[config.mk]
export PLATFORM = sky130hd
export DESIGN_NAME = dbag_guard
export DESIGN_NICKNAME = d
export VERILOG_FILES = /design/src/hdl/dbag_guard.v
export VERILOG_INCLUDE_DIRS = /design/src /design/src/pkg
export SDC_FILE = /design/constraint.sdc
export NUM_CORES = 1
export LEC_CHECK = 0
export ABC_AREA = 1
export BUFFER_PORTS_ARGS = -buffer_cell sky130_fd_sc_hd__buf_2
export CAP_MARGIN = 25
export CORE_ASPECT_RATIO = 0.7
export CORE_MARGIN = 2
export CORE_UTILIZATION = 45
export CTS_CLUSTER_SIZE = 40
export DETAILED_ROUTE_END_ITERATION = 7
export GPL_TIMING_DRIVEN = 0
export PLACE_DENSITY = 0.68
export SLEW_MARGIN = 20
export SYNTH_ARGS = -nofsm -noshare
export SYNTH_HDL_FRONTEND = slang
export SYNTH_SLANG_ARGS = --single-unit
[constraint.sdc]
create_clock -name clock -period 2.57 [get_ports clock]
set_input_delay 0.1285 -clock clock [delete_from_list [all_inputs] [get_ports clock]]
set_output_delay 0.1285 -clock clock [all_outputs]
set_load 0.05 [all_outputs]
[src/pkg/dbag_defines.vh]
`ifndef DBAG_DEFINES_VH
`define DBAG_DEFINES_VH

// service access bus address layout
`define DBAG_AW 36
`define DBAG_SLV_W 4
// window bases and ends (end is exclusive)
`define DBAG_SEC_FLASH_BASE 36'h580000000
`define DBAG_SEC_RAM_BASE 36'h500000000
`define DBAG_UPAGE_START 36'h580800000
`define DBAG_UPAGE_END 36'h581000000
`define DBAG_MBOX_START 36'h100000110
`define DBAG_MBOX_END 36'h100000118
`define DBAG_FCTL_START 36'h5FFFE0000
`define DBAG_FCTL_END 36'h5FFFE0400
`define DBAG_FLASH_BASE 36'h580000000
`define DBAG_LEN_SHIFT 10
// default flash size in bytes
`define DBAG_FLASH_SIZE_DEF 32'h00040000
// register reset values
`define DBAG_UPAGE_RST 32'h00000000
`define DBAG_BOOT_RST 32'h00000000
`define DBAG_BCNT_RST 32'h00000000

// apb register byte offsets
`define DBAG_OFF_CTRL 12'h000
`define DBAG_OFF_UPAGE 12'h004
`define DBAG_OFF_BOOT 12'h008
`define DBAG_OFF_FSIZE 12'h00C
`define DBAG_OFF_STAT 12'h010
`define DBAG_OFF_LAST 12'h014
`define DBAG_OFF_BCNT 12'h018

// control bits
`define DBAG_CTRL_SECURE 0
`define DBAG_CTRL_SECBIT 1
`define DBAG_CTRL_USER_CODE_PROGRAMMING_PROTECT 2
`define DBAG_CTRL_RST 32'h00000000

// decision codes in status
`define DBAG_DEC_NORMAL 2'h0
`define DBAG_DEC_SECURE 2'h1
`define DBAG_DEC_SECBIT 2'h2
`define DBAG_DEC_UCP 2'h3

`endif

[src/hdl/dbag_guard.v]
// Function
// RULE_01: decide per bus access whether address is allowed or blocked, per control bits
// RULE_02: secure mode blocks secure flash window and secure RAM window
// RULE_03: window lengths from user page word: low/high halves shifted left by 10
// RULE_04: secure mode: user page read-only; all else passes normally
// RULE_05: security bit: mailbox/status registers read/write, user page read, rest blocked
// RULE_06: programming protect plus security bit: also flash controller interface read/write
// RULE_07: programming mode: flash beyond boot-protected size read/write, rest blocked
// RULE_08: addresses are 36 bits; top 4 select slave; full address compared
// RULE_09: security bit alone uses its list; with programming protect, that list instead
`timescale 1ns/100ps
`include "dbag_defines.vh"

module dbag_guard (
  // clock and reset
  input wire clock,
  input wire rst,
  // apb slave
  input wire psel,
  input wire penable,
  input wire pwrite,
  input wire [11:0] paddr,
  input wire [31:0] pwdata,
  output reg [31:0] prdata,
  output reg pready,
  output reg pslverr,
  // access request from debug bus master
  input wire req_valid,
  input wire [`DBAG_AW-1:0] req_addr,
  input wire req_write,
  // decision, one cycle after request
  output reg resp_valid,
  output reg resp_allow,
  output reg resp_block
);

  // settings written over apb
  reg [31:0] ctrl_reg;
  reg [31:0] upage_reg;
  reg [31:0] boot_reg;
  reg [31:0] fsize_reg;
  // what software can observe
  reg [1:0] dec_reg;
  reg [`DBAG_AW-1:0] last_reg;
  reg [31:0] bcnt_reg;

  wire secure_on = ctrl_reg[`DBAG_CTRL_SECURE];
  wire secbit_on = ctrl_reg[`DBAG_CTRL_SECBIT];
  wire user_code_programming_protect_on = ctrl_reg[`DBAG_CTRL_USER_CODE_PROGRAMMING_PROTECT];

  // window lengths, 16 bits shifted by 10 fit well inside 36 bits [RULE_03]
  wire [`DBAG_AW-1:0] flash_len = {20'h00000, upage_reg[15:0]} << `DBAG_LEN_SHIFT;
  wire [`DBAG_AW-1:0] ram_len = {20'h00000, upage_reg[31:16]} << `DBAG_LEN_SHIFT;
  wire [`DBAG_AW-1:0] boot_len = {4'h0, boot_reg};
  wire [`DBAG_AW-1:0] flash_sz = {4'h0, fsize_reg};

  // window table; a window of length zero never hits
  localparam WIN_N = 6;
  localparam WIN_SFL = 0;
  localparam WIN_SRAM = 1;
  localparam WIN_UPG = 2;
  localparam WIN_MBX = 3;
  localparam WIN_FCTL = 4;
  localparam WIN_UFL = 5;
  wire [`DBAG_AW-1:0] win_lo [0:WIN_N-1];
  wire [`DBAG_AW-1:0] win_hi [0:WIN_N-1];
  wire [WIN_N-1:0] win_hit;

  assign win_lo[WIN_SFL] = `DBAG_SEC_FLASH_BASE; // [RULE_02]
  assign win_hi[WIN_SFL] = `DBAG_SEC_FLASH_BASE + flash_len;
  assign win_lo[WIN_SRAM] = `DBAG_SEC_RAM_BASE; // [RULE_02]
  assign win_hi[WIN_SRAM] = `DBAG_SEC_RAM_BASE + ram_len;
  assign win_lo[WIN_UPG] = `DBAG_UPAGE_START; // [RULE_04]
  assign win_hi[WIN_UPG] = `DBAG_UPAGE_END;
  assign win_lo[WIN_MBX] = `DBAG_MBOX_START; // [RULE_05]
  assign win_hi[WIN_MBX] = `DBAG_MBOX_END;
  assign win_lo[WIN_FCTL] = `DBAG_FCTL_START; // [RULE_06]
  assign win_hi[WIN_FCTL] = `DBAG_FCTL_END;
  // boot-protected pages stay closed even to the programming list
  assign win_lo[WIN_UFL] = `DBAG_FLASH_BASE + boot_len; // [RULE_07]
  assign win_hi[WIN_UFL] = `DBAG_FLASH_BASE + flash_sz;

  genvar wi;
  generate
    for (wi = 0; wi < WIN_N; wi = wi + 1) begin : g_win
      // end-exclusive, full 36-bit compare with the slave nibble [RULE_08]
      assign win_hit[wi] = (req_addr >= win_lo[wi]) && (req_addr < win_hi[wi]);
    end
  endgenerate

  wire in_sec_flash = win_hit[WIN_SFL];
  wire in_sec_ram = win_hit[WIN_SRAM];
  wire in_upage = win_hit[WIN_UPG];
  wire in_mbox = win_hit[WIN_MBX];
  wire in_fctl = win_hit[WIN_FCTL];
  wire in_uflash = win_hit[WIN_UFL];

  // allow term of each access list
  wire page_read = in_upage && !req_write;
  wire allow_sec_list = in_mbox || page_read; // [RULE_05]
  wire allow_ucp_list = allow_sec_list || in_fctl || in_uflash; // [RULE_06] [RULE_07]
  // user page checked first: it lies inside the flash window when that is large [RULE_04]
  wire allow_secure = in_upage ? !req_write : !(in_sec_flash || in_sec_ram); // [RULE_02]

  reg allow_c;
  reg [1:0] dec_c;
  always @* begin
    allow_c = 1'b1;
    dec_c = `DBAG_DEC_NORMAL;
    // first match wins: programming list, then security bit, then secure mode [RULE_01]
    if (secbit_on && user_code_programming_protect_on) begin
      dec_c = `DBAG_DEC_UCP; // [RULE_09]
      allow_c = allow_ucp_list;
    end else if (secbit_on) begin
      dec_c = `DBAG_DEC_SECBIT; // [RULE_09]
      allow_c = allow_sec_list;
    end else if (secure_on) begin
      dec_c = `DBAG_DEC_SECURE;
      allow_c = allow_secure;
    end
  end

  wire blk_evt = req_valid && !allow_c;

  // verdict, one cycle after the request
  always @(posedge clock) begin
    if (rst) begin
      resp_valid <= 1'b0;
      resp_allow <= 1'b0;
      resp_block <= 1'b0;
    end else begin
      resp_valid <= req_valid;
      resp_allow <= req_valid && allow_c; // [RULE_01]
      resp_block <= blk_evt; // [RULE_01]
    end
  end

  // active list and last blocked address
  always @(posedge clock) begin
    if (rst) begin
      dec_reg <= `DBAG_DEC_NORMAL;
      last_reg <= {`DBAG_AW{1'b0}};
    end else begin
      dec_reg <= dec_c;
      if (blk_evt)
        last_reg <= req_addr;
    end
  end

  // apb slave: every access phase gets exactly one wait state
  wire apb_acc = psel && penable && !pready;
  // settings change only at the edge that completes the transfer
  wire apb_done = psel && penable && pready;
  wire apb_wr = apb_done && pwrite;
  wire bcnt_clr = apb_wr && (paddr == `DBAG_OFF_BCNT);

  always @(posedge clock) begin
    if (rst) begin
      ctrl_reg <= `DBAG_CTRL_RST;
      upage_reg <= `DBAG_UPAGE_RST;
      boot_reg <= `DBAG_BOOT_RST;
      fsize_reg <= `DBAG_FLASH_SIZE_DEF;
    end else if (apb_wr) begin
      case (paddr)
        `DBAG_OFF_CTRL: ctrl_reg <= {29'h0000000, pwdata[2:0]};
        `DBAG_OFF_UPAGE: upage_reg <= pwdata;
        `DBAG_OFF_BOOT: boot_reg <= pwdata;
        `DBAG_OFF_FSIZE: fsize_reg <= pwdata;
        // status, last and unmapped offsets ignore writes; a BCNT write clears the blocked count
        default: ctrl_reg <= ctrl_reg;
      endcase
    end
  end

  // blocked count; a block in the clearing cycle still counts as one
  always @(posedge clock) begin
    if (rst) begin
      bcnt_reg <= `DBAG_BCNT_RST;
    end else if (blk_evt) begin
      if (bcnt_clr)
        bcnt_reg <= 32'h00000001;
      else
        bcnt_reg <= bcnt_reg + 32'h00000001;
    end else if (bcnt_clr) begin
      bcnt_reg <= 32'h00000000;
    end
  end

  reg [31:0] rd_c;
  reg err_c;
  always @* begin
    rd_c = 32'h00000000;
    err_c = 1'b0;
    case (paddr)
      `DBAG_OFF_CTRL: rd_c = ctrl_reg;
      `DBAG_OFF_UPAGE: rd_c = upage_reg;
      `DBAG_OFF_BOOT: rd_c = boot_reg;
      `DBAG_OFF_FSIZE: rd_c = fsize_reg;
      `DBAG_OFF_STAT: rd_c = {26'h0000000, last_reg[35:32], dec_reg};
      `DBAG_OFF_LAST: rd_c = last_reg[31:0];
      `DBAG_OFF_BCNT: rd_c = bcnt_reg;
      default: err_c = 1'b1;
    endcase
  end

  always @(posedge clock) begin
    if (rst) begin
      prdata <= 32'h00000000;
      pready <= 1'b0;
      pslverr <= 1'b0;
    end else begin
      pready <= apb_acc;
      // error rides on the answer pulse, never later
      pslverr <= apb_acc && err_c;
      // read data zero outside reads keeps stale settings off the bus
      if (psel && !pwrite)
        prdata <= rd_c;
      else
        prdata <= 32'h00000000;
    end
  end

endmodule // dbag_guard

# Word level (Yosys, flattened, before mapping)

Index checks and enable logic that the tools add are counted.

Register bits: 206
Input port bits: 87
Output and inout bits: 37
Word-level logic and storage cells: 83

$add $sub $neg: 5
$lt $le $gt $ge: 12
Equal/unequal tests: 6
Muxes and demuxes: 12
Bitwise gates (word level): 1
Reduce and logical (&&, ||, !) cells: 34

Operators by type and width:

| kind                                                                     | count |
|---|---|
| 32-bit case mux with 7 select lines                                      | 1 |
| 36-bit by 35-bit >= comparator with 1-bit output (second input constant) | 4 |
| 36-bit < comparator                                                      | 3 |
| 32-bit 2-to-1 mux                                                        | 3 |
| 35-bit by 26-bit adder with 36-bit output (first input constant)         | 2 |
| 35-bit by 32-bit adder with 36-bit output (first input constant)         | 2 |
| 36-bit by 35-bit < comparator with 1-bit output (second input constant)  | 2 |
| 12-bit by 5-bit == test with 1-bit output (second input constant)        | 3 |
| 36-bit by 33-bit >= comparator with 1-bit output (second input constant) | 1 |
| 36-bit >= comparator                                                     | 1 |
| 36-bit by 33-bit < comparator with 1-bit output (second input constant)  | 1 |
| 32-bit by 1-bit adder with 32-bit output (second input constant)         | 1 |
| 12-bit by 4-bit == test with 1-bit output (second input constant)        | 2 |
| 1-bit logical AND                                                        | 17 |
| 12-bit by 3-bit == test with 1-bit output (second input constant)        | 1 |
| 12-bit logical NOT                                                       | 1 |
| 2-bit AND reduction                                                      | 4 |
| 7-bit OR reduction                                                       | 1 |
| 1-bit 2-to-1 mux                                                         | 6 |
| 1-bit logical NOT                                                        | 5 |
| 1-bit logical OR                                                         | 4 |
| 2-bit 2-to-1 mux                                                         | 2 |
| 2-bit nonzero test                                                       | 1 |
| 2-bit OR reduction                                                       | 1 |
| 1-bit NOT                                                                | 1 |

# Logic depth before layout (Yosys ltp)

Gate-level depths: netlist of run 1.

Word-level depth: 12
Depth in mapped cells: 21
Mapped depth without buffers: 19

# Worst setup path after synthesis of run 1

OpenSTA, ideal clock, no wires.

Kind: reg2reg
Start point: reg boot_reg[31]
End point: reg bcnt_reg[25]
Setup time: 0.118 ns
Data arrival time: 1.927 ns
Data required time: 2.452 ns
Setup slack: 0.525 ns
Stages on the path, launching flop included: 20
Buffers on the path: 2
Clock period less this slack: 2.045 ns
Cells stage by stage: dfxtp_1 inv_1 ha_1 nand2_1 nor2_1 nand2_1 nor2_1 nand3_1 nand2_1 nor2_1 nand2_1 nand3_1 nand2_1 nand2_2 buf_6 buf_8 nand4_1 nand2_1 nand2_1 nor2_1

Cells in the longest elaborated chain, start to end: 8
Elaborated cells between the ends (all ways): 9
Classes of those cells: add/sub (1); order compare (1); mux (2); reduce/logical (5)

RTL lines:

| element                                                        | line             | RTL |
|---|---|---|
| from (decl)                                                    | dbag_guard.v:40  | `reg [31:0] boot_reg;` |
| from (signal assigned)                                         | dbag_guard.v:161 | `` boot_reg <= `DBAG_BOOT_RST; `` |
| from (signal assigned)                                         | dbag_guard.v:167 | `` `DBAG_OFF_BOOT: boot_reg <= pwdata; `` |
| 35-bit by 32-bit adder with 36-bit output (no source line) (*) | n/a              |  |
| 36-bit >= comparator (*)                                       | dbag_guard.v:87  | `assign win_hit[wi] = (req_addr >= win_lo[wi]) && (req_addr < win_hi[wi]);` |
| 1-bit logical AND (*)                                          | dbag_guard.v:87  |  |
| 1-bit logical OR (*)                                           | dbag_guard.v:101 | `wire allow_ucp_list = allow_sec_list \|\| in_fctl \|\| in_uflash;` |
| 1-bit 2-to-1 mux (*)                                           | dbag_guard.v:111 | `if (secbit_on && user_code_programming_protect_on) begin` |
| 1-bit logical NOT (*)                                          | dbag_guard.v:123 | `wire blk_evt = req_valid && !allow_c;` |
| 1-bit logical AND (*)                                          | dbag_guard.v:123 |  |
| 32-bit 2-to-1 mux or 2-bit nonzero test (tied branches)        | n/a              |  |
| to (signal assigned)                                           | dbag_guard.v:178 | `` bcnt_reg <= `DBAG_BCNT_RST; `` |
| to (signal assigned)                                           | dbag_guard.v:183 | `bcnt_reg <= bcnt_reg + 32'h00000001;` |
| to (decl)                                                      | dbag_guard.v:45  | `reg [31:0] bcnt_reg;` |

Mark *: on every way between the ends. The rest lies on a longest branch, timed or not.
A chain may end at the register's enable or synchronous reset.

# Worst setup path in the final report of run 1

Start point: reg bcnt_reg[1]
End point: reg bcnt_reg[30]

Cells in the longest elaborated chain, start to end: 3

RTL lines:

| element                                  | line             | RTL |
|---|---|---|
| 32-bit by 1-bit adder with 32-bit output | dbag_guard.v:183 |  |
| 32-bit 2-to-1 mux                        | dbag_guard.v:180 | `if (bcnt_clr)` |
| 32-bit 2-to-1 mux                        | dbag_guard.v:179 | `end else if (blk_evt) begin` |

No other way between the ends.

==> flow_summary.html, run 1 <==
<table>
<tr><th>Metric</th><th>Value</th></tr>
<tr><th colspan="2">Global routing</th></tr>
<tr><td>GR met1 Demand/Resource</td><td>48.2%</td></tr>
<tr><td>Wire length of the first global-routing pass</td><td>70700 um</td></tr>
<tr><td>Remaining global-route overflow</td><td>0</td></tr>
<tr><td>Maximum number of pins on one net before global-route repair</td><td>15</td></tr>
<tr><td>Global routing met2 resource utilization</td><td>48.1%</td></tr>
<tr><td>Global Route Usage Sum</td><td>33.3%</td></tr>
<tr><td>Vias in the first global route</td><td>12100</td></tr>
<tr><td>Global routing usage on met3</td><td>7.58%</td></tr>
<tr><td>Highest-utilization routing layer at the global route stage</td><td>met1</td></tr>
<tr><td>Antenna violations before repair</td><td>0</td></tr>
<tr><th colspan="2">Routing</th></tr>
<tr><td>Post-detailed-route count of antenna-violating nets</td><td>0</td></tr>
<tr><td>Average wire per standard cell</td><td>20.6 um</td></tr>
<tr><td>Overall via count from detail_route</td><td>13200</td></tr>
<tr><td>Detailed-route DRC error count</td><td>0</td></tr>
<tr><td>Detailed-router iteration count before antenna repair</td><td>5</td></tr>
<tr><td>1st-iter DRT viols</td><td>1576</td></tr>
<tr><td>Per-cell via count in the routed design</td><td>5.71</td></tr>
<tr><td>Wire length after detailed routing</td><td>47800 um</td></tr>
<tr><th colspan="2">Floorplanning</th></tr>
<tr><td>Die Width</td><td>200 um</td></tr>
<tr><td>Die area</td><td>28100 um^2</td></tr>
<tr><td>Core Box Area</td><td>26500 um^2</td></tr>
<tr><td>Number of standard-cell rows in the floorplan</td><td>50</td></tr>
<tr><td>Boundary Pins</td><td>124</td></tr>
<tr><td>Initial Utilization</td><td>roughly 45%</td></tr>
<tr><td>Die span in y</td><td>around 140 um</td></tr>
<tr><th colspan="2">Finish</th></tr>
<tr><td>Final standard cell count with taps included and fillers excluded</td><td>2321</td></tr>
<tr><td>Core occupancy in the finished layout</td><td>about 55%</td></tr>
<tr><td>Flip-flop count of the largest register after layout</td><td>36</td></tr>
<tr><td>Area used by multi-input combinational logic</td><td>6690 um^2</td></tr>
<tr><td>Count of fill cells added during filler insertion</td><td>2614</td></tr>
<tr><td>Growth of design area from synthesis to finish</td><td>21.7%</td></tr>
<tr><td>Storage cell area</td><td>4130 um^2</td></tr>
<tr><td>Net count, final</td><td>2126</td></tr>
<tr><td>Ant. Diodes</td><td>0</td></tr>
<tr><td>Share of cells above drive strength 1</td><td>12.3%</td></tr>
<tr><td>Cell area after layout</td><td>14700 um^2</td></tr>
<tr><th colspan="2">Clock network</th></tr>
<tr><td>Total number of clock tree sinks</td><td>between 200 and 250</td></tr>
<tr><td>Clk pin slew, worst setup/hold paths</td><td>0.07 ns</td></tr>
<tr><td>Clk_lat worst skew</td><td>about 0.53 ns</td></tr>
<tr><td>H-tree level count</td><td>1</td></tr>
<tr><td>Cell at the root of the clock tree</td><td>clkbuf_16</td></tr>
<tr><td>Num CTS Buffers</td><td>22</td></tr>
<tr><td>Maximum buffer depth of the clock tree</td><td>3</td></tr>
<tr><td>TritonCTS clock tree</td><td>yes</td></tr>
<tr><th colspan="2">Pwr</th></tr>
<tr><td>Leakage</td><td>5.78 nW</td></tr>
<tr><td>PD cells</td><td>498 nW/um^2</td></tr>
<tr><td>Final Total Pwr</td><td>approximately 7.3 mW</td></tr>
<tr><td>Peak supply drop</td><td>383 uV</td></tr>
<tr><th colspan="2">Logic synthesis</th></tr>
<tr><td>Proportion of register bits with asynchronous set or reset after synthesis</td><td>0%</td></tr>
<tr><td>Yosys Warn Count</td><td>0</td></tr>
<tr><td>Post-synth top flop</td><td>dfxtp_1</td></tr>
<tr><td>Synthesized netlist cell count</td><td>1733</td></tr>
<tr><td>Mean instance size in the synthesized netlist</td><td>6.95 um^2</td></tr>
<tr><td>Area leader, netlist</td><td>dfxtp_1</td></tr>
<tr><td>Post-synthesis instance area</td><td>roughly 12000 um^2</td></tr>
<tr><td>Post-synthesis cell type count</td><td>42</td></tr>
<tr><td>Total nets after synthesis</td><td>1918</td></tr>
<tr><td>Top cell type's share of synthesized area</td><td>34.2%</td></tr>
<tr><td>Dominant cell by count in the synthesized netlist</td><td>nand2_1</td></tr>
<tr><td>Largest cells by area after synthesis</td><td>dfxtp_1 (34%), ha_1 (10%), nand2_1 (8.9%)</td></tr>
<tr><td>Sequential-to-total area share from yosys stat</td><td>34.2%</td></tr>
<tr><td>Number of flops mapped to enable cells by yosys</td><td>0</td></tr>
<tr><td>Count of state elements after synthesis</td><td>206</td></tr>
<tr><td>Most common library cells after synthesis</td><td>nand2_1 (286), nor2_1 (278), inv_1 (243), dfxtp_1 (206), a21oi_1 (129)</td></tr>
<tr><th colspan="2">Placement</th></tr>
<tr><td>Routability congestion estimate</td><td>1.02</td></tr>
<tr><td>Setup slack after placement</td><td>-0.323 ns</td></tr>
<tr><td># port buffers</td><td>121</td></tr>
<tr><td>Cells after DPL</td><td>~2200</td></tr>
<tr><td>Detail Placement HPWL</td><td>approximately 36000 um</td></tr>
<tr><td>Post-Place Cell Area</td><td>13100 um^2</td></tr>
<tr><th colspan="2">Setup path</th></tr>
<tr><td>Worst path required time</td><td>~3.0 ns</td></tr>
<tr><td>Crit end category</td><td>flip-flop</td></tr>
<tr><td>Kind of launch point of the worst setup path</td><td>flip-flop</td></tr>
<tr><td>Worst EP arrival</td><td>2.89 ns</td></tr>
<tr><td>Critical path peak fanout</td><td>6</td></tr>
<tr><td>Worst Setup Path Type</td><td>reg2reg</td></tr>
<tr><th colspan="2">Timing</th></tr>
<tr><td>Final cycle utilization of the critical path</td><td>between 90% and 100%</td></tr>
<tr><td>Count of pins over their slew limit</td><td>0</td></tr>
<tr><td>Maximum clock skew at final layout</td><td>0.0184 ns</td></tr>
<tr><td>Tmin final</td><td>2.43 ns</td></tr>
<tr><td>Final-report hold violation count</td><td>0</td></tr>
<tr><td>Setup total negative slack</td><td>0 ns</td></tr>
<tr><td>Rel. slew slack</td><td>between 30 and 40%</td></tr>
<tr><td>Slew of the pin with the lowest slew margin</td><td>0.975 ns</td></tr>
<tr><td>PnR worst setup slack</td><td>about 0.14 ns</td></tr>
<tr><td>Tightest hold margin</td><td>0.0229 ns</td></tr>
<tr><td>Achievable frequency</td><td>0.411 GHz</td></tr>
<tr><td>Final number of setup-violating endpoints</td><td>0</td></tr>
<tr><th colspan="2">Worst hold path</th></tr>
<tr><td>Path class of the lowest-slack min-delay path</td><td>in2reg</td></tr>
<tr><th colspan="2">Outcome</th></tr>
<tr><td>Run status</td><td>completed</td></tr>
<tr><th colspan="2">Run</th></tr>
<tr><td>Number of violations of the max-capacitance limit</td><td>0</td></tr>
</table>
==> power breakdown <==
part	leakage [nW]	switching [mW]	total [mW]	internal, mW
sequential	1.66	0.00102	3.20	3.19
clock	0.377	1.41	3.44	2.02
combinational	3.75	0.440	0.671	0.231
total	5.78	1.85	7.30	5.45
==> timing repair <==
item / in CTS / in global routing
buffers inserted: 0 / 5
endpoints found under the hold margin: 120 / 0
gates resized for setup: 0 / 42
hold buffers: 57 / 0
endpoints found under the setup margin: 0 / 71
==> critical path, cell delays in order (launching register included) <==
cell and delay, ns:
dfxtp_1 0.42, ha_1 0.25, nand3_2 0.19, nor2_1 0.17, nand2_1 0.08, nor2_2 0.14, nand2_1 0.09, nor2_2 0.16
nand3_1 0.15, nor2_1 0.16, nand3_1 0.12, nor2_1 0.12, nand4_1 0.11, nand2_1 0.08, nand2_1 0.04, nor2_1 0.09
==> area by class of cell <==
type,instances,share of cell area (%)
Tap cell,364,3.11
Buffer,80,2.90
Inverter,256,6.55
Clock inverter,12,0.956
Timing Repair Buffer,183,8.45
Clock buffer,28,4.26
Sequential cell,206,28.1
Multi-Input combinational cell,1192,45.6
==> metal layers <==
layer | vias to the layer above | wire, um | share of wire [%]
li1 | 6195 | - | -
met1 | 6111 | 20700 | 43
met2 | 815 | 19200 | 40
met3 | 121 | 6020 | 13
met4 | 0 | 1920 | 4.0
met5 | - | 0 | 0
==> layout by cell type, fill, tap and decap left out, types with 6 or more instances in the layout <==
cell type        n
inv_1          241
nor3_1          19
a221oi_1        12
buf_6            6
clkbuf_1        57
o21ai_0         19
nor4_1          11
nand4_1         45
o22ai_1         45
nand3_2          6
nand2_1        282
inv_2           13
clkinv_2         7
a21oi_1        128
dlygate4sd3_1   57
buf_2          127
dfxtp_1        204
nand3_1         98
xor2_1           9
clkbuf_16       23
ha_1            97
a211oi_1        95
nor2_1         266
nor2_2          16
==> cell families (layout without fill, tap and decap cells) <==
group | count (synthesis) | in the layout | synth area share (%)
xor gates and xnor gates | 11 | 11 | 0.800
and+or+nand+nor | 763 | 764 | 27.0
adders and majority gates | 98 | 98 | 10.2
buffers and inverters | 336 | 559 | 11.2
AOI/OAI and AO/OA | 319 | 319 | 16.5
DFF | 206 | 206 | 34.2
==> final timing paths <==
check	start	to	slack [ns]	cells past startpoint
setup reg to reg	bcnt_reg[1]$_SDFFE_PP0P_	bcnt_reg[30]$_SDFFE_PP0P_	0.14	15
hold reg to reg	last_reg[9]$_SDFFE_PP0P_	last_reg[9]$_SDFFE_PP0P_	0.46	2
setup / recovery	bcnt_reg[1]$_SDFFE_PP0P_	bcnt_reg[30]$_SDFFE_PP0P_	0.14	15
hold / removal	req_addr[12]	last_reg[12]$_SDFFE_PP0P_	0.02	3
Note: power is estimated with default switching activity, not from simulation.
==> inputs of run 2 (changes only) <==
--- a/config.mk
+++ b/config.mk
@@ -12,6 +12,7 @@
 export CORE_ASPECT_RATIO = 0.7
 export CORE_MARGIN = 2
 export CORE_UTILIZATION = 45
+export CTS_BUF_LIST = sky130_fd_sc_hd__clkbuf_16
 export CTS_CLUSTER_SIZE = 40
 export DETAILED_ROUTE_END_ITERATION = 7
 export GPL_TIMING_DRIVEN = 0
==> flow_summary.html, run 2 (same netlist as run 1, synthesis figures left out) <==
<table>
<tr><th>Metric</th><th>Value</th></tr>
<tr><th colspan="2">Timing</th></tr>
<tr><td>Final-report hold violation count</td><td>0 (unchanged)</td></tr>
<tr><td>Final number of setup-violating endpoints</td><td>0 (unchanged)</td></tr>
<tr><td>Tmin final</td><td>2.45 ns (was 2.43 ns)</td></tr>
<tr><td>Final cycle utilization of the critical path</td><td>95.1% (was 94.7%)</td></tr>
<tr><td>Maximum clock skew at final layout</td><td>0.0220 ns (was 0.0184 ns)</td></tr>
<tr><td>Slew of the pin with the lowest slew margin</td><td>0.925 ns (was 0.975 ns)</td></tr>
<tr><td>Achievable frequency</td><td>0.409 GHz (was 0.411 GHz)</td></tr>
<tr><td>Setup total negative slack</td><td>0 ns (unchanged)</td></tr>
<tr><td>Count of pins over their slew limit</td><td>0 (unchanged)</td></tr>
<tr><td>Rel. slew slack</td><td>36.8% (was 33.3%)</td></tr>
<tr><th colspan="2">Finish</th></tr>
<tr><td>Growth of design area from synthesis to finish</td><td>21.5% (was 21.7%)</td></tr>
<tr><td>Most common cell after layout, fill and taps aside</td><td>nand2_1 (unchanged)</td></tr>
<tr><td>Count of fill cells added during filler insertion</td><td>2621 (was 2614)</td></tr>
<tr><td>Share of cells above drive strength 1</td><td>12.2% (was 12.3%)</td></tr>
<tr><td>Ant. Diodes</td><td>0 (unchanged)</td></tr>
<tr><td>Net count, final</td><td>2126 (unchanged)</td></tr>
<tr><td>Commonest cells after routing, fill and taps aside</td><td>nand2_1 (281), nor2_1 (267), inv_1 (243), dfxtp_1 (204), a21oi_1 (128) (was nand2_1 (282), nor2_1 (266), inv_1 (241), dfxtp_1 (204), a21oi_1 (128))</td></tr>
<tr><td>Core occupancy in the finished layout</td><td>55.2% (was 55.3%)</td></tr>
<tr><td>Flip-flop count of the largest register after layout</td><td>36 (unchanged)</td></tr>
<tr><th colspan="2">Global routing</th></tr>
<tr><td>Maximum number of pins on one net before global-route repair</td><td>15 (unchanged)</td></tr>
<tr><td>Global Route Usage Sum</td><td>33.3% (about the same)</td></tr>
<tr><td>Wire length of the first global-routing pass</td><td>70700 um (about the same)</td></tr>
<tr><td>Vias in the first global route</td><td>12100 (about the same)</td></tr>
<tr><td>Antenna violations before repair</td><td>0 (unchanged)</td></tr>
<tr><td>Remaining global-route overflow</td><td>0 (unchanged)</td></tr>
<tr><th colspan="2">Routing</th></tr>
<tr><td>Overall via count from detail_route</td><td>13200 (about the same)</td></tr>
<tr><td>Detailed-route DRC error count</td><td>0 (unchanged)</td></tr>
<tr><td>Average wire per standard cell</td><td>20.6 um (about the same)</td></tr>
<tr><td>1st-iter DRT viols</td><td>1581 (was 1576)</td></tr>
<tr><td>Per-cell via count in the routed design</td><td>5.69 (was 5.71)</td></tr>
<tr><td>Post-detailed-route count of antenna-violating nets</td><td>0 (unchanged)</td></tr>
<tr><td>Wire length after detailed routing</td><td>47700 um (was 47800 um)</td></tr>
<tr><td>Detailed-router iteration count before antenna repair</td><td>6 (was 5)</td></tr>
<tr><th colspan="2">Setup path</th></tr>
<tr><td>Kind of launch point of the worst setup path</td><td>flip-flop (unchanged)</td></tr>
<tr><td>Crit end category</td><td>flip-flop (unchanged)</td></tr>
<tr><td>Reg-to-Reg End</td><td>bcnt_reg[30]$_SDFFE_PP0P_ (unchanged)</td></tr>
<tr><td>Crit path largest cell delay</td><td>0.42 ns (about the same)</td></tr>
<tr><td>Crit path max-delay cell type</td><td>dfxtp_1 (unchanged)</td></tr>
<tr><td>CP cell instances</td><td>ha_1 &gt; nand3_2 &gt; nor2_1 &gt; nand2_1 &gt; nor2_2 &gt; nand2_1 &gt; nor2_2 &gt; nand3_1 &gt; nor2_1 &gt; nand3_1 &gt; nor2_1 &gt; nand4_1 &gt; nand2_1 &gt; nand2_1 &gt; nor2_1 (unchanged)</td></tr>
<tr><td>Worst path required time</td><td>3.02 ns (about the same)</td></tr>
<tr><td>Worst Setup Path Type</td><td>reg2reg (unchanged)</td></tr>
<tr><td>Worst EP arrival</td><td>2.90 ns (was 2.89 ns)</td></tr>
<tr><td>Critical path peak fanout</td><td>6 (unchanged)</td></tr>
<tr><td>Worst R2R Setup Slack</td><td>0.12 ns (was 0.14 ns)</td></tr>
<tr><td>Number of cells traversed by the worst register-to-register path</td><td>15 (unchanged)</td></tr>
<tr><td>FF-to-FF Start</td><td>bcnt_reg[1]$_SDFFE_PP0P_ (unchanged)</td></tr>
<tr><th colspan="2">Floorplanning</th></tr>
<tr><td>Die Width</td><td>200 um (unchanged)</td></tr>
<tr><td>Initial Utilization</td><td>45.4% (unchanged)</td></tr>
<tr><td>Boundary Pins</td><td>124 (unchanged)</td></tr>
<tr><td>Die span in y</td><td>141 um (unchanged)</td></tr>
<tr><td>Die area</td><td>28100 um^2 (unchanged)</td></tr>
<tr><td>Number of standard-cell rows in the floorplan</td><td>50 (unchanged)</td></tr>
<tr><td>Core Box Area</td><td>26500 um^2 (unchanged)</td></tr>
<tr><th colspan="2">Pwr</th></tr>
<tr><td>PD cells</td><td>492 nW/um^2 (was 498 nW/um^2)</td></tr>
<tr><td>Peak supply drop</td><td>386 uV (was 383 uV)</td></tr>
<tr><td>Final Total Pwr</td><td>7.20 mW (was 7.30 mW)</td></tr>
<tr><td>Leakage</td><td>5.78 nW (about the same)</td></tr>
<tr><th colspan="2">Clock network</th></tr>
<tr><td>Num CTS Buffers</td><td>22 (unchanged)</td></tr>
<tr><td>Clk pin slew, worst setup/hold paths</td><td>0.07 ns (about the same)</td></tr>
<tr><td>H-tree level count</td><td>1 (unchanged)</td></tr>
<tr><td>Clk_lat worst skew</td><td>0.53 ns (about the same)</td></tr>
<tr><td>Maximum buffer depth of the clock tree</td><td>3 (unchanged)</td></tr>
<tr><td>Cell at the root of the clock tree</td><td>clkbuf_16 (unchanged)</td></tr>
<tr><td>TritonCTS clock tree</td><td>yes (unchanged)</td></tr>
<tr><td>Total number of clock tree sinks</td><td>206 (unchanged)</td></tr>
<tr><th colspan="2">Worst hold path</th></tr>
<tr><td>Hold Path Stages</td><td>3 (unchanged)</td></tr>
<tr><td>Critical hold path startpoint</td><td>req_addr[16] (was req_addr[12])</td></tr>
<tr><td>Hold Path Sink</td><td>last_reg[16]$_SDFFE_PP0P_ (was last_reg[12]$_SDFFE_PP0P_)</td></tr>
<tr><td>Path class of the lowest-slack min-delay path</td><td>in2reg (unchanged)</td></tr>
<tr><th colspan="2">Run</th></tr>
<tr><td>Number of violations of the max-capacitance limit</td><td>0 (unchanged)</td></tr>
<tr><th colspan="2">Outcome</th></tr>
<tr><td>Run status</td><td>completed (unchanged)</td></tr>
<tr><th colspan="2">Placement</th></tr>
<tr><td>Routability congestion estimate</td><td>1.02 (unchanged)</td></tr>
<tr><td>Detail Placement HPWL</td><td>35700 um (unchanged)</td></tr>
<tr><td># port buffers</td><td>121 (unchanged)</td></tr>
</table>
run 2: metal layers:
layer	track usage (%)	routed length, um
met5	0	0
met4	11.8	1820
met3	7.44	5900
met1	48.4	20800
met2	48.0	19200
run 2: critical path, delay by kind of cell (launching register included):
family / cells / cell delay, ns
AND/OR/NAND/NOR: 14 / 1.70
flip-flops: 1 / 0.42
adder cells (fa/ha/maj): 1 / 0.25
run 2: stage by stage:
stage	std cells	area [um^2]	worst slack [ns]	hold slack (ns)
floorplan	1733	12000	0.525	0.259
global placement	2218	13100	-0.360	0.401
detailed placement	2218	13100	-0.323	0.402
CTS	2315	14400	0.0447	0.00141
global route	2321	14600	-0.0187	0.0257
finish	2321	14600	0.125	0.0208
run 2: what timing repair did:
item | in CTS | in global routing
endpoints found under the setup margin | 0 | 71
hold buffers | 57 | 0
setup buffers | 0 | 4
hold endpoints to repair | 120 | 0
gates resized for setup | 0 | 43
run 2: final cells by class:
type	count	area [um^2]	area share, %
multi-input combinational	1192	6690	45.7
sequential	206	4130	28.2
timing repair buffer	183	1240	8.49
inverter	256	961	6.56
clock buffer	23	576	3.93
tap	364	455	3.11
buffer	80	430	2.94
clock inverter	17	159	1.09
run 2: worst max-delay path by stage:
stage	start	to	slack (ns)	cells past startpoint
CTS	fsize_reg[11]$_SDFFE_PP0P_	bcnt_reg[25]$_SDFFE_PP0P_	0.04	16
global placement	paddr[7]	prdata[21]$_SDFF_PP0_	-0.36	12
finish	bcnt_reg[1]$_SDFFE_PP0P_	bcnt_reg[30]$_SDFFE_PP0P_	0.12	15
global route	fsize_reg[8]$_SDFFE_PP0P_	bcnt_reg[27]$_SDFFE_PP0P_	-0.02	18
detailed placement	paddr[7]	prdata[21]$_SDFF_PP0_	-0.32	12
floorplan	boot_reg[31]$_SDFFE_PP0P_	bcnt_reg[25]$_SDFFE_PP0P_	0.52	19
run 2: power by group:
group	leakage (nW)	total, mW	switching, mW	internal (mW)
clock network	0.369	3.33	1.41	1.92
logic	3.75	0.671	0.440	0.231
registers	1.66	3.20	0.00105	3.19
total	5.78	7.20	1.85	5.35
==> inputs of run 3 (changes only) <==
--- a/config.mk
+++ b/config.mk
@@ -7,7 +7,6 @@
 export NUM_CORES = 1
 export LEC_CHECK = 0
 export ABC_AREA = 1
-export BUFFER_PORTS_ARGS = -buffer_cell sky130_fd_sc_hd__buf_2
 export CAP_MARGIN = 25
 export CORE_ASPECT_RATIO = 0.7
 export CORE_MARGIN = 2
@@ -15,8 +14,9 @@
 export CTS_BUF_LIST = sky130_fd_sc_hd__clkbuf_16
 export CTS_CLUSTER_SIZE = 40
 export DETAILED_ROUTE_END_ITERATION = 7
+export DONT_BUFFER_PORTS = 1
 export GPL_TIMING_DRIVEN = 0
-export PLACE_DENSITY = 0.68
+export PLACE_DENSITY = 0.64
 export SLEW_MARGIN = 20
 export SYNTH_ARGS = -nofsm -noshare
 export SYNTH_HDL_FRONTEND = slang
==> flow_summary.html, run 3 (same netlist as run 1, synthesis figures left out) <==
<table>
<tr><th>Metric</th><th>Value</th></tr>
<tr><th colspan="2">Outcome</th></tr>
<tr><td>Run status</td><td>complete, but fails checks (was completed)</td></tr>
<tr><td>Violations in the final reports</td><td>negative setup slack</td></tr>
<tr><th colspan="2">Clock network</th></tr>
<tr><td>TritonCTS clock tree</td><td>yes (unchanged)</td></tr>
<tr><td>Cell at the root of the clock tree</td><td>clkbuf_16 (unchanged)</td></tr>
<tr><td>Clk pin slew, worst setup/hold paths</td><td>0.06 ns (was 0.07 ns)</td></tr>
<tr><td>Clk_lat worst skew</td><td>0.54 ns (was 0.53 ns)</td></tr>
<tr><td>Total number of clock tree sinks</td><td>206 (unchanged)</td></tr>
<tr><td>Num CTS Buffers</td><td>23 (was 22)</td></tr>
<tr><td>H-tree level count</td><td>1 (unchanged)</td></tr>
<tr><td>Maximum buffer depth of the clock tree</td><td>3 (unchanged)</td></tr>
<tr><th colspan="2">Finish</th></tr>
<tr><td>Growth of design area from synthesis to finish</td><td>16.3% (was 21.5%)</td></tr>
<tr><td>Most common cell after layout, fill and taps aside</td><td>nand2_1 (unchanged)</td></tr>
<tr><td>Final standard cell count with taps included and fillers excluded</td><td>2208 (was 2321)</td></tr>
<tr><td>Flip-flop count of the largest register after layout</td><td>36 (unchanged)</td></tr>
<tr><td>Cell area after layout</td><td>14000 um^2 (was 14600 um^2)</td></tr>
<tr><td>Commonest cells after routing, fill and taps aside</td><td>nand2_1 (286), nor2_1 (268), inv_1 (245), dfxtp_1 (204), a21oi_1 (129) (was nand2_1 (281), nor2_1 (267), inv_1 (243), dfxtp_1 (204), a21oi_1 (128))</td></tr>
<tr><td>Ant. Diodes</td><td>0 (unchanged)</td></tr>
<tr><td>Net count, final</td><td>2016 (was 2126)</td></tr>
<tr><td>Share of cells above drive strength 1</td><td>5.53% (was 12.2%)</td></tr>
<tr><td>Core occupancy in the finished layout</td><td>52.8% (was 55.2%)</td></tr>
<tr><th colspan="2">Routing</th></tr>
<tr><td>Overall via count from detail_route</td><td>12900 (was 13200)</td></tr>
<tr><td>Detailed-route DRC error count</td><td>0 (unchanged)</td></tr>
<tr><td>Wire length after detailed routing</td><td>47800 um (was 47700 um)</td></tr>
<tr><td>Post-detailed-route count of antenna-violating nets</td><td>0 (unchanged)</td></tr>
<tr><td>Average wire per standard cell</td><td>21.6 um (was 20.6 um)</td></tr>
<tr><td>Per-cell via count in the routed design</td><td>5.84 (was 5.69)</td></tr>
<tr><td>Detailed-router iteration count before antenna repair</td><td>5 (was 6)</td></tr>
<tr><td>1st-iter DRT viols</td><td>1681 (was 1581)</td></tr>
<tr><th colspan="2">Timing</th></tr>
<tr><td>RSZ-0062 raised after global routing</td><td>true</td></tr>
<tr><td>Maximum clock skew at final layout</td><td>0.0133 ns (was 0.0220 ns)</td></tr>
<tr><td>Tmin final</td><td>2.58 ns (was 2.45 ns)</td></tr>
<tr><td>Final number of setup-violating endpoints</td><td>1 (was 0)</td></tr>
<tr><td>Tightest hold margin</td><td>0.0177 ns (was 0.0208 ns)</td></tr>
<tr><td>PnR worst setup slack</td><td>-0.0106 ns (was 0.125 ns)</td></tr>
<tr><td>Slew of the pin with the lowest slew margin</td><td>0.952 ns (was 0.925 ns)</td></tr>
<tr><td>Final-report hold violation count</td><td>0 (unchanged)</td></tr>
<tr><td>Rel. slew slack</td><td>36.1% (was 36.8%)</td></tr>
<tr><td>Achievable frequency</td><td>0.388 GHz (was 0.409 GHz)</td></tr>
<tr><td>Setup total negative slack</td><td>-0.0106 ns (was 0 ns)</td></tr>
<tr><td>Final cycle utilization of the critical path</td><td>100% (was 95.1%)</td></tr>
<tr><td>Count of pins over their slew limit</td><td>0 (unchanged)</td></tr>
<tr><th colspan="2">Setup path</th></tr>
<tr><td>Critical path peak fanout</td><td>10 (was 6)</td></tr>
<tr><td>Crit end category</td><td>flip-flop (unchanged)</td></tr>
<tr><td>Worst Setup Path Type</td><td>in2reg (was reg2reg)</td></tr>
<tr><td>Worst EP arrival</td><td>3.00 ns (was 2.90 ns)</td></tr>
<tr><td>Kind of launch point of the worst setup path</td><td>input pin (was flip-flop)</td></tr>
<tr><td>Worst path required time</td><td>2.99 ns (was 3.02 ns)</td></tr>
<tr><th colspan="2">Placement</th></tr>
<tr><td>Routability congestion estimate</td><td>1.01 (was 1.02)</td></tr>
<tr><td>Cells after DPL</td><td>2097 (was 2218)</td></tr>
<tr><td>Post-Place Cell Area</td><td>12500 um^2 (was 13100 um^2)</td></tr>
<tr><td># port buffers</td><td>0 (was 121)</td></tr>
<tr><td>Detail Placement HPWL</td><td>35500 um (was 35700 um)</td></tr>
<tr><td>Setup slack after placement</td><td>-0.275 ns (was -0.323 ns)</td></tr>
<tr><th colspan="2">Floorplanning</th></tr>
<tr><td>Core Box Area</td><td>26500 um^2 (unchanged)</td></tr>
<tr><td>Die Width</td><td>200 um (unchanged)</td></tr>
<tr><td>Initial Utilization</td><td>45.4% (unchanged)</td></tr>
<tr><td>Die area</td><td>28100 um^2 (unchanged)</td></tr>
<tr><td>Die span in y</td><td>141 um (unchanged)</td></tr>
<tr><td>Boundary Pins</td><td>124 (unchanged)</td></tr>
<tr><td>Number of standard-cell rows in the floorplan</td><td>50 (unchanged)</td></tr>
<tr><th colspan="2">Global routing</th></tr>
<tr><td>Maximum number of pins on one net before global-route repair</td><td>14 (was 15)</td></tr>
<tr><td>Vias in the first global route</td><td>11800 (was 12100)</td></tr>
<tr><td>Remaining global-route overflow</td><td>0 (unchanged)</td></tr>
<tr><td>Antenna violations before repair</td><td>0 (unchanged)</td></tr>
<tr><td>Global Route Usage Sum</td><td>33.6% (was 33.3%)</td></tr>
<tr><td>Wire length of the first global-routing pass</td><td>71400 um (was 70700 um)</td></tr>
<tr><th colspan="2">Pwr</th></tr>
<tr><td>PD cells</td><td>504 nW/um^2 (was 492 nW/um^2)</td></tr>
<tr><td>Peak supply drop</td><td>470 uV (was 386 uV)</td></tr>
<tr><td>Leakage</td><td>5.25 nW (was 5.78 nW)</td></tr>
<tr><td>Final Total Pwr</td><td>7.07 mW (was 7.20 mW)</td></tr>
<tr><th colspan="2">Worst hold path</th></tr>
<tr><td>Path class of the lowest-slack min-delay path</td><td>in2reg (unchanged)</td></tr>
<tr><th colspan="2">Run</th></tr>
<tr><td>Number of violations of the max-capacitance limit</td><td>0 (unchanged)</td></tr>
</table>
run 3: cell count changes in the layout (fill, tap and decap cells not counted), moves of 2 or more:
cell | before | now
nor2_4 | 4 | 1
inv_2 | 13 | 11
inv_1 | 243 | 245
clkinvlp_4 | 2 | 0
nand2_4 | 2 | 0
buf_2 | 127 | 8
nand2_2 | 6 | 3
nand2_1 | 281 | 286
nand3_2 | 6 | 4
buf_6 | 6 | 9
nor2_2 | 15 | 17
dlygate4sd3_1 | 57 | 70
buf_12 | 3 | 0
run 3: worst max-delay path, stage by stage:
cell	delay, ns
nor2_1	0.09
inv_1	0.06
nor3_1	0.14
nand2_1	0.12
nor3_1	0.74
inv_1	0.21
clkbuf_1	0.42
clkbuf_1	0.37
o22ai_1	0.32
inv_1	0.08
a21oi_1	0.30
run 3: final timing paths:
check	start	cells past startpoint	slack, ns	endpoint
setup / recovery	paddr[7]	11	-0.01	prdata[21]$_SDFF_PP0_
hold / removal	psel	2	0.02	prdata[31]$_SDFF_PP0_
setup reg to reg	fsize_reg[19]$_SDFFE_PP0P_	18	0.07	bcnt_reg[27]$_SDFFE_PP0P_
hold reg to reg	last_reg[9]$_SDFFE_PP0P_	2	0.47	last_reg[9]$_SDFFE_PP0P_
run 3: cell type report:
type | instances | area (um^2)
Timing Repair Buffer | 73 | 723
Clock inverter | 15 | 148
Fill cell | 2643 | 12500
Buffer | 80 | 404
Sequential cell | 206 | 4130
Clock buffer | 23 | 576
Multi-Input combinational cell | 1191 | 6620
Tap cell | 364 | 455
Inverter | 256 | 961
run 3: repair_timing:
item	in CTS	in global routing
hold buffers	70	0
endpoints found under the hold margin	137	0
setup endpoints to repair	0	100
gates resized for setup	0	20
buffers inserted	0	3
run 3: per-layer routing:
layer | wire (um) | up-vias | GRT usage (%)
li1 | - | 5965 | -
met1 | 20700 | 5964 | 49.5
met2 | 18900 | 845 | 47.1
met3 | 6420 | 121 | 8.61
met4 | 1650 | 0 | 11.2
met5 | 0 | - | 0
run 3: power breakdown:
part | internal [mW] | leakage (nW) | switching, mW
sequential | 3.19 | 1.66 | 0.0119
combinational | 0.200 | 3.22 | 0.314
clock | 1.92 | 0.369 | 1.43
total | 5.31 | 5.25 | 1.75
